`config.mk`:
```
export PLATFORM = sky130hd
export DESIGN_NAME = rlt_timer_bank
export DESIGN_NICKNAME = d
export VERILOG_FILES = /design/src/verilog/rlt_pkg.sv /design/src/verilog/rlt_timer_bank.sv
export SDC_FILE = /design/constraint.sdc
export NUM_CORES = 1
export LEC_CHECK = 0
export BUFFER_PORTS_ARGS = -buffer_cell sky130_fd_sc_hd__buf_4
export CORE_UTILIZATION = 35
export CTS_CLUSTER_SIZE = 30
export DETAILED_ROUTE_END_ITERATION = 16
export HOLD_SLACK_MARGIN = 0.05
export PLACE_DENSITY = 0.51
export SLEW_MARGIN = 20
export SYNTH_ARGS = -nofsm -noshare
export SYNTH_HDL_FRONTEND = slang
export SYNTH_SLANG_ARGS = --single-unit
```
`constraint.sdc`:
```
create_clock -name REF_CLK -period 12.3 [get_ports REF_CLK]
set_clock_uncertainty 0.15 [all_clocks]
set_input_delay 1.23 -clock REF_CLK [delete_from_list [all_inputs] [get_ports REF_CLK]]
set_output_delay 1.23 -clock REF_CLK [all_outputs]
set_load 0.03 [all_outputs]
```
`src/verilog/rlt_pkg.sv`:
```
// constants shared by the reload timer bank
package rlt_pkg;
  // -------------------------------------------------------------
  // sizes
  // -------------------------------------------------------------
  localparam int NUM_TIMERS_DEF = 6;
  localparam int CNT_W = 16;
  localparam int PRE_W = 4;
  localparam int ADDR_W_DEF = 12;
  // -------------------------------------------------------------
  // register map, word indices
  // -------------------------------------------------------------
  localparam logic [7:0] REG_BASE_IDX = 8'h80;
  localparam int REG_STRIDE = 3;
  localparam logic [1:0] SUB_CTL = 2'h0;
  localparam logic [1:0] SUB_LOW = 2'h1;
  localparam logic [1:0] SUB_HIGH = 2'h2;
  // -------------------------------------------------------------
  // control field positions
  // -------------------------------------------------------------
  localparam int CTL_EN_BIT = 0;
  localparam int CTL_RST_BIT = 1;
  localparam int CTL_DIV_LSB = 2;
  localparam int CTL_MODE_BIT = 4;
  localparam int CTL_IE_BIT = 6;
  localparam int CTL_FLAG_BIT = 7;
  localparam logic [1:0] DIV_2 = 2'h0;
  localparam logic [1:0] DIV_4 = 2'h1;
  localparam logic [1:0] DIV_8 = 2'h2;
  localparam logic [1:0] DIV_16 = 2'h3;
  // -------------------------------------------------------------
  // reset values and counts
  // -------------------------------------------------------------
  localparam logic [7:0] CTL_RESET = 8'h00;
  localparam logic [15:0] RELOAD_RESET = 16'h0000;
  localparam logic [15:0] COUNT_RESET = 16'h0000;
  localparam logic [15:0] COUNT_ONE = 16'h0001;
  localparam logic [3:0] PRE_RESET = 4'h0;
  localparam logic [1:0] RESP_OKAY = 2'h0;
  localparam logic [1:0] RESP_SLVERR = 2'h2;
endpackage

```
`src/verilog/rlt_timer_bank.sv`:
```
// six reload timers behind an axi4-lite register slave
// What this block does
// - six timers, nothing shared between them
// - each has 16-bit counter and reload
// - prescaler divides clock by 2, 4, 8, 16
// - divider bits 3:2, 00 is divide by two
// - count one ends on next tick
// - count zero wraps to all ones
// - period is ratio times reload over clock
// - single pass stops at zero, clears enable
// - continuous reloads at zero, keeps counting
// - continuous runs until enable is cleared
// - count reads leave the timer untouched
// - flag sets at zero or at reload
// - flag only on the step from count one
// - bit 6 lets flag drive interrupt line
// - control read clears flag and request
// - bit 1 is reload and restart enable
// - bit 0 enables the timer
// - writing bit 1 loads reload, restarts
// - bit 4 selects continuous mode
// - low byte read latches high byte
`timescale 1ns/1ps
module rlt_timer_bank #(
  parameter int NUM_TIMERS = rlt_pkg::NUM_TIMERS_DEF,
  parameter int ADDR_W = rlt_pkg::ADDR_W_DEF
) (
  input wire logic REF_CLK,
  input wire logic RESET_N,
  input wire logic [ADDR_W-1:0] S_AXI_AWADDR,
  input wire logic [2:0] S_AXI_AWPROT,
  input wire logic S_AXI_AWVALID,
  output logic S_AXI_AWREADY,
  input wire logic [31:0] S_AXI_WDATA,
  input wire logic [3:0] S_AXI_WSTRB,
  input wire logic S_AXI_WVALID,
  output logic S_AXI_WREADY,
  output logic [1:0] S_AXI_BRESP,
  output logic S_AXI_BVALID,
  input wire logic S_AXI_BREADY,
  input wire logic [ADDR_W-1:0] S_AXI_ARADDR,
  input wire logic [2:0] S_AXI_ARPROT,
  input wire logic S_AXI_ARVALID,
  output logic S_AXI_ARREADY,
  output logic [31:0] S_AXI_RDATA,
  output logic [1:0] S_AXI_RRESP,
  output logic S_AXI_RVALID,
  input wire logic S_AXI_RREADY,
  output logic [NUM_TIMERS-1:0] TIMER_IRQ
);
  import rlt_pkg::*;

  // -------------------------------------------------------------
  // helpers
  // -------------------------------------------------------------
  // {hit, timer, sub} for a byte address
  function automatic logic [5:0] reg_decode(input logic [ADDR_W-1:0] a);
    logic [ADDR_W-3:0] idx;
    logic [ADDR_W-3:0] off;
    idx = a[ADDR_W-1:2];
    off = idx - (ADDR_W-2)'(REG_BASE_IDX);
    if (idx >= (ADDR_W-2)'(REG_BASE_IDX) && off < (ADDR_W-2)'(NUM_TIMERS * REG_STRIDE)) begin
      reg_decode = {1'b1, 3'(off / REG_STRIDE), 2'(off % REG_STRIDE)};
    end else begin
      reg_decode = 6'h00;
    end
  endfunction

  // prescaler tap: one tick every 2, 4, 8 or 16 cycles
  function automatic logic pre_tick(input logic [PRE_W-1:0] p, input logic [1:0] d);
    case (d)
      DIV_2: pre_tick = p[0];
      DIV_4: pre_tick = &p[1:0];
      DIV_8: pre_tick = &p[2:0];
      default: pre_tick = &p;
    endcase
  endfunction

  // -------------------------------------------------------------
  // bus slave state
  // -------------------------------------------------------------
  logic awready_r;
  logic wready_r;
  logic bvalid_r;
  logic [1:0] bresp_r;
  logic arready_r;
  logic rvalid_r;
  logic [1:0] rresp_r;
  logic [31:0] rdata_r;
  logic [ADDR_W-1:0] aw_addr_r;
  logic [7:0] w_data_r;
  logic w_lane0_r;
  logic wr_go;
  logic rd_go;
  logic [5:0] wdec;
  logic [5:0] rdec;

  // -------------------------------------------------------------
  // timer state, one slot per timer
  // -------------------------------------------------------------
  logic [NUM_TIMERS-1:0] en_r;
  logic [NUM_TIMERS-1:0] rst_en_r;
  logic [NUM_TIMERS-1:0] mode_r;
  logic [NUM_TIMERS-1:0] ie_r;
  logic [NUM_TIMERS-1:0] flag_r;
  logic [NUM_TIMERS-1:0] irq_r;
  logic [1:0] div_r [NUM_TIMERS];
  logic [PRE_W-1:0] pre_r [NUM_TIMERS];
  logic [CNT_W-1:0] cnt_r [NUM_TIMERS];
  logic [CNT_W-1:0] rld_r [NUM_TIMERS];
  logic [7:0] hi_latch_r [NUM_TIMERS];
  logic [NUM_TIMERS-1:0] wctl;
  logic [NUM_TIMERS-1:0] wlow;
  logic [NUM_TIMERS-1:0] whigh;
  logic [NUM_TIMERS-1:0] rctl;
  logic [NUM_TIMERS-1:0] rlow;
  logic [NUM_TIMERS-1:0] tick;
  logic [NUM_TIMERS-1:0] restart;
  logic [NUM_TIMERS-1:0] fset;
  logic [NUM_TIMERS-1:0] flag_nxt;
  logic [NUM_TIMERS-1:0] ie_nxt;

  assign wdec = reg_decode(aw_addr_r);
  assign rdec = reg_decode(S_AXI_ARADDR);
  assign wr_go = !awready_r && !wready_r && !bvalid_r;
  assign rd_go = S_AXI_ARVALID && arready_r;

  // -------------------------------------------------------------
  // per-timer strobes and next values
  // -------------------------------------------------------------
  always_comb begin
    for (int t = 0; t < NUM_TIMERS; t++) begin
      wctl[t] = wr_go && wdec[5] && wdec[4:2] == 3'(t) && w_lane0_r && wdec[1:0] == SUB_CTL;
      wlow[t] = wr_go && wdec[5] && wdec[4:2] == 3'(t) && w_lane0_r && wdec[1:0] == SUB_LOW;
      whigh[t] = wr_go && wdec[5] && wdec[4:2] == 3'(t) && w_lane0_r && wdec[1:0] == SUB_HIGH;
      rctl[t] = rd_go && rdec[5] && rdec[4:2] == 3'(t) && rdec[1:0] == SUB_CTL;
      rlow[t] = rd_go && rdec[5] && rdec[4:2] == 3'(t) && rdec[1:0] == SUB_LOW;
      tick[t] = en_r[t] && pre_tick(pre_r[t], div_r[t]);
      restart[t] = wctl[t] && w_data_r[CTL_RST_BIT];
      fset[t] = tick[t] && cnt_r[t] == COUNT_ONE;
      flag_nxt[t] = fset[t] | (flag_r[t] & ~rctl[t]);
      ie_nxt[t] = wctl[t] ? w_data_r[CTL_IE_BIT] : ie_r[t];
    end
  end

  // -------------------------------------------------------------
  // write channels
  // -------------------------------------------------------------
  always_ff @(posedge REF_CLK) begin
    if (!RESET_N) begin
      awready_r <= 1'b1;
      wready_r <= 1'b1;
      aw_addr_r <= '0;
      w_data_r <= 8'h00;
      w_lane0_r <= 1'b0;
    end else if (wr_go) begin
      awready_r <= 1'b1;
      wready_r <= 1'b1;
    end else begin
      if (S_AXI_AWVALID && awready_r) begin
        awready_r <= 1'b0;
        aw_addr_r <= S_AXI_AWADDR;
      end
      if (S_AXI_WVALID && wready_r) begin
        wready_r <= 1'b0;
        w_data_r <= S_AXI_WDATA[7:0];
        w_lane0_r <= S_AXI_WSTRB[0];
      end
    end
  end

  always_ff @(posedge REF_CLK) begin
    if (!RESET_N) begin
      bvalid_r <= 1'b0;
      bresp_r <= RESP_OKAY;
    end else if (wr_go) begin
      bvalid_r <= 1'b1;
      bresp_r <= wdec[5] ? RESP_OKAY : RESP_SLVERR;
    end else if (S_AXI_BREADY) begin
      bvalid_r <= 1'b0;
    end
  end

  // -------------------------------------------------------------
  // read channels
  // -------------------------------------------------------------
  always_ff @(posedge REF_CLK) begin
    if (!RESET_N) begin
      arready_r <= 1'b1;
      rvalid_r <= 1'b0;
      rresp_r <= RESP_OKAY;
      rdata_r <= 32'h0000_0000;
    end else if (rd_go) begin
      arready_r <= 1'b0;
      rvalid_r <= 1'b1;
      rresp_r <= rdec[5] ? RESP_OKAY : RESP_SLVERR;
      rdata_r <= 32'h0000_0000;
      if (rdec[5]) begin
        case (rdec[1:0])
          SUB_CTL: begin
            rdata_r[CTL_FLAG_BIT] <= flag_r[rdec[4:2]];
            rdata_r[CTL_IE_BIT] <= ie_r[rdec[4:2]];
            rdata_r[CTL_MODE_BIT] <= mode_r[rdec[4:2]];
            rdata_r[CTL_DIV_LSB+1:CTL_DIV_LSB] <= div_r[rdec[4:2]];
            rdata_r[CTL_RST_BIT] <= rst_en_r[rdec[4:2]];
            rdata_r[CTL_EN_BIT] <= en_r[rdec[4:2]];
          end
          SUB_LOW: rdata_r[7:0] <= cnt_r[rdec[4:2]][7:0];
          SUB_HIGH: rdata_r[7:0] <= hi_latch_r[rdec[4:2]];
          default: rdata_r[7:0] <= 8'h00;
        endcase
      end
    end else if (rvalid_r && S_AXI_RREADY) begin
      rvalid_r <= 1'b0;
      arready_r <= 1'b1;
    end
  end

  // -------------------------------------------------------------
  // control fields
  // -------------------------------------------------------------
  always_ff @(posedge REF_CLK) begin
    for (int t = 0; t < NUM_TIMERS; t++) begin
      if (!RESET_N) begin
        en_r[t] <= CTL_RESET[CTL_EN_BIT];
        rst_en_r[t] <= CTL_RESET[CTL_RST_BIT];
        mode_r[t] <= CTL_RESET[CTL_MODE_BIT];
        ie_r[t] <= CTL_RESET[CTL_IE_BIT];
        div_r[t] <= CTL_RESET[CTL_DIV_LSB+1:CTL_DIV_LSB];
      end else if (wctl[t]) begin
        en_r[t] <= w_data_r[CTL_EN_BIT];
        rst_en_r[t] <= w_data_r[CTL_RST_BIT];
        mode_r[t] <= w_data_r[CTL_MODE_BIT];
        ie_r[t] <= w_data_r[CTL_IE_BIT];
        div_r[t] <= w_data_r[CTL_DIV_LSB+1:CTL_DIV_LSB];
      end else if (fset[t] && !mode_r[t]) begin
        en_r[t] <= 1'b0;
      end
    end
  end

  // -------------------------------------------------------------
  // flag and interrupt request
  // -------------------------------------------------------------
  always_ff @(posedge REF_CLK) begin
    for (int t = 0; t < NUM_TIMERS; t++) begin
      if (!RESET_N) begin
        flag_r[t] <= CTL_RESET[CTL_FLAG_BIT];
        irq_r[t] <= 1'b0;
      end else begin
        flag_r[t] <= flag_nxt[t];
        irq_r[t] <= flag_nxt[t] & ie_nxt[t];
      end
    end
  end

  // -------------------------------------------------------------
  // reload values
  // -------------------------------------------------------------
  always_ff @(posedge REF_CLK) begin
    for (int t = 0; t < NUM_TIMERS; t++) begin
      if (!RESET_N) begin
        rld_r[t] <= RELOAD_RESET;
      end else if (wlow[t]) begin
        rld_r[t][7:0] <= w_data_r;
      end else if (whigh[t]) begin
        rld_r[t][15:8] <= w_data_r;
      end
    end
  end

  // -------------------------------------------------------------
  // prescaler and downcounter
  // -------------------------------------------------------------
  always_ff @(posedge REF_CLK) begin
    for (int t = 0; t < NUM_TIMERS; t++) begin
      if (!RESET_N) begin
        pre_r[t] <= PRE_RESET;
      end else if (restart[t] || !en_r[t]) begin
        pre_r[t] <= PRE_RESET;
      end else begin
        pre_r[t] <= pre_r[t] + 4'h1;
      end
    end
  end

  always_ff @(posedge REF_CLK) begin
    for (int t = 0; t < NUM_TIMERS; t++) begin
      if (!RESET_N) begin
        cnt_r[t] <= COUNT_RESET;
      end else if (restart[t]) begin
        cnt_r[t] <= rld_r[t];
      end else if (fset[t]) begin
        cnt_r[t] <= mode_r[t] ? rld_r[t] : COUNT_RESET;
      end else if (tick[t]) begin
        cnt_r[t] <= cnt_r[t] - 16'h0001;
      end
    end
  end

  always_ff @(posedge REF_CLK) begin
    for (int t = 0; t < NUM_TIMERS; t++) begin
      if (!RESET_N) begin
        hi_latch_r[t] <= 8'h00;
      end else if (rlow[t]) begin
        hi_latch_r[t] <= cnt_r[t][15:8];
      end
    end
  end

  // -------------------------------------------------------------
  // outputs
  // -------------------------------------------------------------
  assign S_AXI_AWREADY = awready_r;
  assign S_AXI_WREADY = wready_r;
  assign S_AXI_BVALID = bvalid_r;
  assign S_AXI_BRESP = bresp_r;
  assign S_AXI_ARREADY = arready_r;
  assign S_AXI_RVALID = rvalid_r;
  assign S_AXI_RRESP = rresp_r;
  assign S_AXI_RDATA = rdata_r;
  assign TIMER_IRQ = irq_r;
endmodule

```
==> PnR_summary.wiki <==
{| class="wikitable"
! Metric !! Value
|-
| Unrepaired setup endpoints after global routing || false
|-
| IO buf count || 56
|-
| Relative contribution of sequential cells to total power || 44.1%
|-
| Routed wire length || 59540 µm
|-
| Share of synthesized registers carrying an async set or reset || 0%
|-
| Final global-route overflow total || 0
|-
| Slowest-stage cell, CP || sky130_fd_sc_hd__o2111a_1
|-
| Post-Synthesis Mean Instance Area || 9.910 µm²
|-
| Die Footprint || 56760 µm²
|-
| Effective utilization at floorplan || 35.45%
|-
| Top Ports || 120
|-
| Wire length of the first global-routing pass || 90470 µm
|-
| Actual slew at the worst max-slew pin || 1115 ps
|-
| Global placement routability congestion || 0.9179
|-
| Areal power density over the cells || 137.6 nW/µm²
|-
| Post-synthesis register bit count || 346
|-
| Static Leak || 7.784 nW
|-
| WL per Instance || 21.16 µm
|-
| Layout Cells excl Fill || 2813
|-
| Number of buffers added by the clock tree synthesis step || 42
|-
| Met2 Use GR || 33.35%
|-
| Number of design rule violations left after detail routing || 0
|-
| Crit start category || primary input
|-
| Maximum ir drop on the vdd rail || 86.33 µV
|-
| Max Cap Violations || 0
|-
| Combinational cell fraction of total power || 15.2%
|-
| Register area share after synthesis || 49.61%
|-
| Post-DR vias/cell || 5.495
|-
| Final net count || 2145
|-
| Clock H-tree levels || 2
|-
| Vias || 15460
|-
| Width of the die || 238.2 µm
|-
| Fmax || 90.23 MHz
|-
| Syn-to-layout area delta || 12.84%
|-
| Dpl hpwl || 43290 µm
|-
| CP Data Arrival Time || 11420 ps
|-
| Die Span Y || 238.2 µm
|-
| Clock tree from TritonCTS || yes
|-
| # rows || 86
|-
| Area of combinational cells with multiple inputs || 9214 µm²
|-
| Clock network latency to the later pin of the worst-skew pair || 570 ps
|-
| Fraction of met3 tracks used by global routing || 3.286%
|-
| Final worst-path cycle share || 90.11%
|-
| Data required time at the worst endpoint || 12630 ps
|-
| Number of setup buffers added after CTS || 0
|-
| Headroom to the max-slew limit || 25.47%
|-
| Post-route ant nets || 0
|-
| Initial antenna violation count || 0
|-
| Most frequent cell on the critical path || sky130_fd_sc_hd__ha_1
|-
| Busiest metal layer after global routing || met2
|-
| Dominant register cell in the synthesized netlist || sky130_fd_sc_hd__edfxtp_1
|-
| Maximum clock path buffer count || 3
|-
| Number of hold buffers added after cts || 0
|-
| Ant diodes || 0
|-
| Clock Power Share || 40.7%
|-
| CORE AREA || 55090 µm²
|-
| Switching portion of total power || 27.98%
|-
| Post-Place Cells || 2736
|-
| Maximum number of pins on one net before global-route repair || 65
|-
| Clock sink count || 346
|-
| Max Transition Viols Final || 0
|-
| Via count of the first global-routing pass || 14730
|-
| Psw || 0.0008484 W
|-
| Synthesized netlist cell count || 1971
|-
| Synth cell types || 106
|-
| Clock transition at the registers of the reported paths || 60 ps
|-
| Starting DRC count in detailed routing || 1354
|-
| Startpoint-to-endpoint class of the critical path || in2reg
|-
| Outcome || completed
|-
| Total GRT Usage || 20.90%
|-
| Hold Vio Cnt, Final || 0
|-
| Fraction of final layout cells sized beyond drive strength 1 || 10.94%
|-
| Yosys synthesis warning count || 0
|-
| Resized Gates After CTS || 0
|-
| Number of search-and-repair iterations in the first detailed-routing pass || 6
|-
| Sequential standard cell area || 9689 µm²
|-
| Classification of the worst-slack hold path || reg2reg
|-
| Final Setup Violations || 0
|-
| Sort of element at the end of the critical path || flip-flop
|-
| Met1 track utilization from global routing || 28.52%
|-
| Cell at the root of the clock tree || sky130_fd_sc_hd__clkbuf_16
|-
| Number of enable flip-flop cells after synthesis || 276
|-
| Netlist area before placement || 19530 µm²
|-
| Largest stage delay on the critical path || 870 ps
|-
| Peak fanout along the critical path || 20
|-
| Final setup TNS || 0 ps
|-
| Final min period || 11080 ps
|-
| Filler cell count || 5463
|-
| Internal power || 0.002183 W
|}
-- power by group through the flow --
stage / Clock [W] / Combinational [W] / Sequential (W)
2_1_floorplan: 0 / 0.000358 / 0.00134
3_3_place_gp: 0 / 0.000453 / 0.00136
3_5_place_dp: 0 / 0.000456 / 0.00136
4_1_cts: 0.00126 / 0.000458 / 0.00134
5_1_grt: 0.00131 / 0.000505 / 0.00134
6_report: 0.00123 / 0.000461 / 0.00134
-- layout by cell type, fill, tap and decap left out, drive strengths merged, types with 14 or more instances in the layout --
cell	instances
and2	68
edfxtp	276
nand3	63
nor4	30
dfxtp	70
nand4	20
nand2b	22
or3	14
xnor2	63
o21ai	83
mux2i	23
xor2	36
o22ai	52
a31oi	27
inv	52
nor2b	14
nor3	73
conb	50
nor2	230
a22o	19
ha	40
buf	86
a21oi	75
nand2	250
clkbuf	61
and3	23
a22oi	20
-- metrics by stage --
step | util (%) | cell area (µm²) | hold slack [ps] | total power [W] | setup slack [ps]
finish | 40.01 | 22040 | 308.0 | 0.003032 | 1217
global route | 40.01 | 22040 | 329.1 | 0.003151 | 478.7
CTS | 40.01 | 22040 | 311.4 | 0.003056 | 1397
detailed placement | 37.54 | 20680 | 304.1 | 0.001816 | 812.9
global placement | 37.52 | 20670 | 298.9 | 0.001812 | 1061
floorplan | - | 19710 | 280.9 | 0.001701 | 2346
-- final timing paths --
path	startpoint	to	slack [ps]	cells past startpoint
setup / recovery	S_AXI_ARADDR[9]	S_AXI_RDATA[2]	1220	36
hold / removal	w_data_r[5]	w_data_r[5]	310	2
setup reg to reg	aw_addr_r[9]	rld_r[2][13]	2360	29
hold reg to reg	w_data_r[5]	w_data_r[5]	310	2
-- cell families (layout without fill, tap and decap cells) --
| logic type | after synthesis | count (layout) | synth area share (%) |
|---|---|---|---|
| mux | 27 | 27 | 1.409 |
| simple gates | 858 | 858 | 21.61 |
| other cells | 2 | 50 | 0.03845 |
| flops | 346 | 346 | 49.61 |
| compound gates | 430 | 430 | 16.05 |
| xor+xnor | 99 | 99 | 4.478 |
| buf+inv | 169 | 215 | 4.247 |
| fa+ha+maj | 40 | 40 | 2.562 |
-- layout make-up --
type                            instances  share of cell area [%]
Clock inverter                         16                  0.8061
Clock buffer                           61                   5.370
Sequential cell                       346                   43.96
Timing Repair Buffer                   86                   2.929
Inverter                               52                  0.8856
Multi-Input combinational cell       1504                   41.80
Tap cell                              748                   4.246
-- critical path, delay by kind of cell --
kind,cells,cell delay [ps]
AO/OA/AOI/OAI,14,4270
adder cells (fa/ha/maj),5,1330
buffers and inverters,4,460
XOR/XNOR,3,1220
AND/OR/NAND/NOR,9,2700
multiplexers,1,210
-- synthesized netlist by cell type (all sizes together) (30+ instances only) --
cell type | instances | share of area (%)
inv | 49 | 0.94
o22ai | 52 | 1.7
nor3 | 73 | 2.3
dfxtp | 70 | 7.2
xnor2 | 63 | 2.9
nor4 | 30 | 0.96
xor2 | 36 | 1.6
a21oi | 75 | 2.0
nor2 | 230 | 4.5
o21ai | 83 | 2.1
nand3 | 63 | 1.6
clkbuf | 54 | 1.0
buf | 63 | 2.2
nand2 | 250 | 4.8
and2 | 68 | 2.2
ha | 40 | 2.6
edfxtp | 276 | 42
-- state kept, by name, indices dropped and copies added (netlist names) --
name / cells
hi_latch_r: 48
cnt_r: 96
S_AXI_AWREADY: 1
en_r: 6
S_AXI_RDATA: 8
aw_addr_r: 10
rst_en_r: 6
div_r: 12
TIMER_IRQ: 6
S_AXI_WREADY: 1
pre_r: 24
mode_r: 6
w_data_r: 8
rld_r: 96
S_AXI_BRESP: 1
S_AXI_RRESP: 1
S_AXI_RVALID: 1
ie_r: 6
flag_r: 6
w_lane0_r: 1
S_AXI_ARREADY: 1
S_AXI_BVALID: 1
-- metal layers --
layer  vias up  routed length (µm)
met5         -                   0
met4         0                1977
met3       102                3292
met2       439               27360
met1      7568               26910
li1       7349                   -
Note: power is estimated with default switching activity, not from simulation.
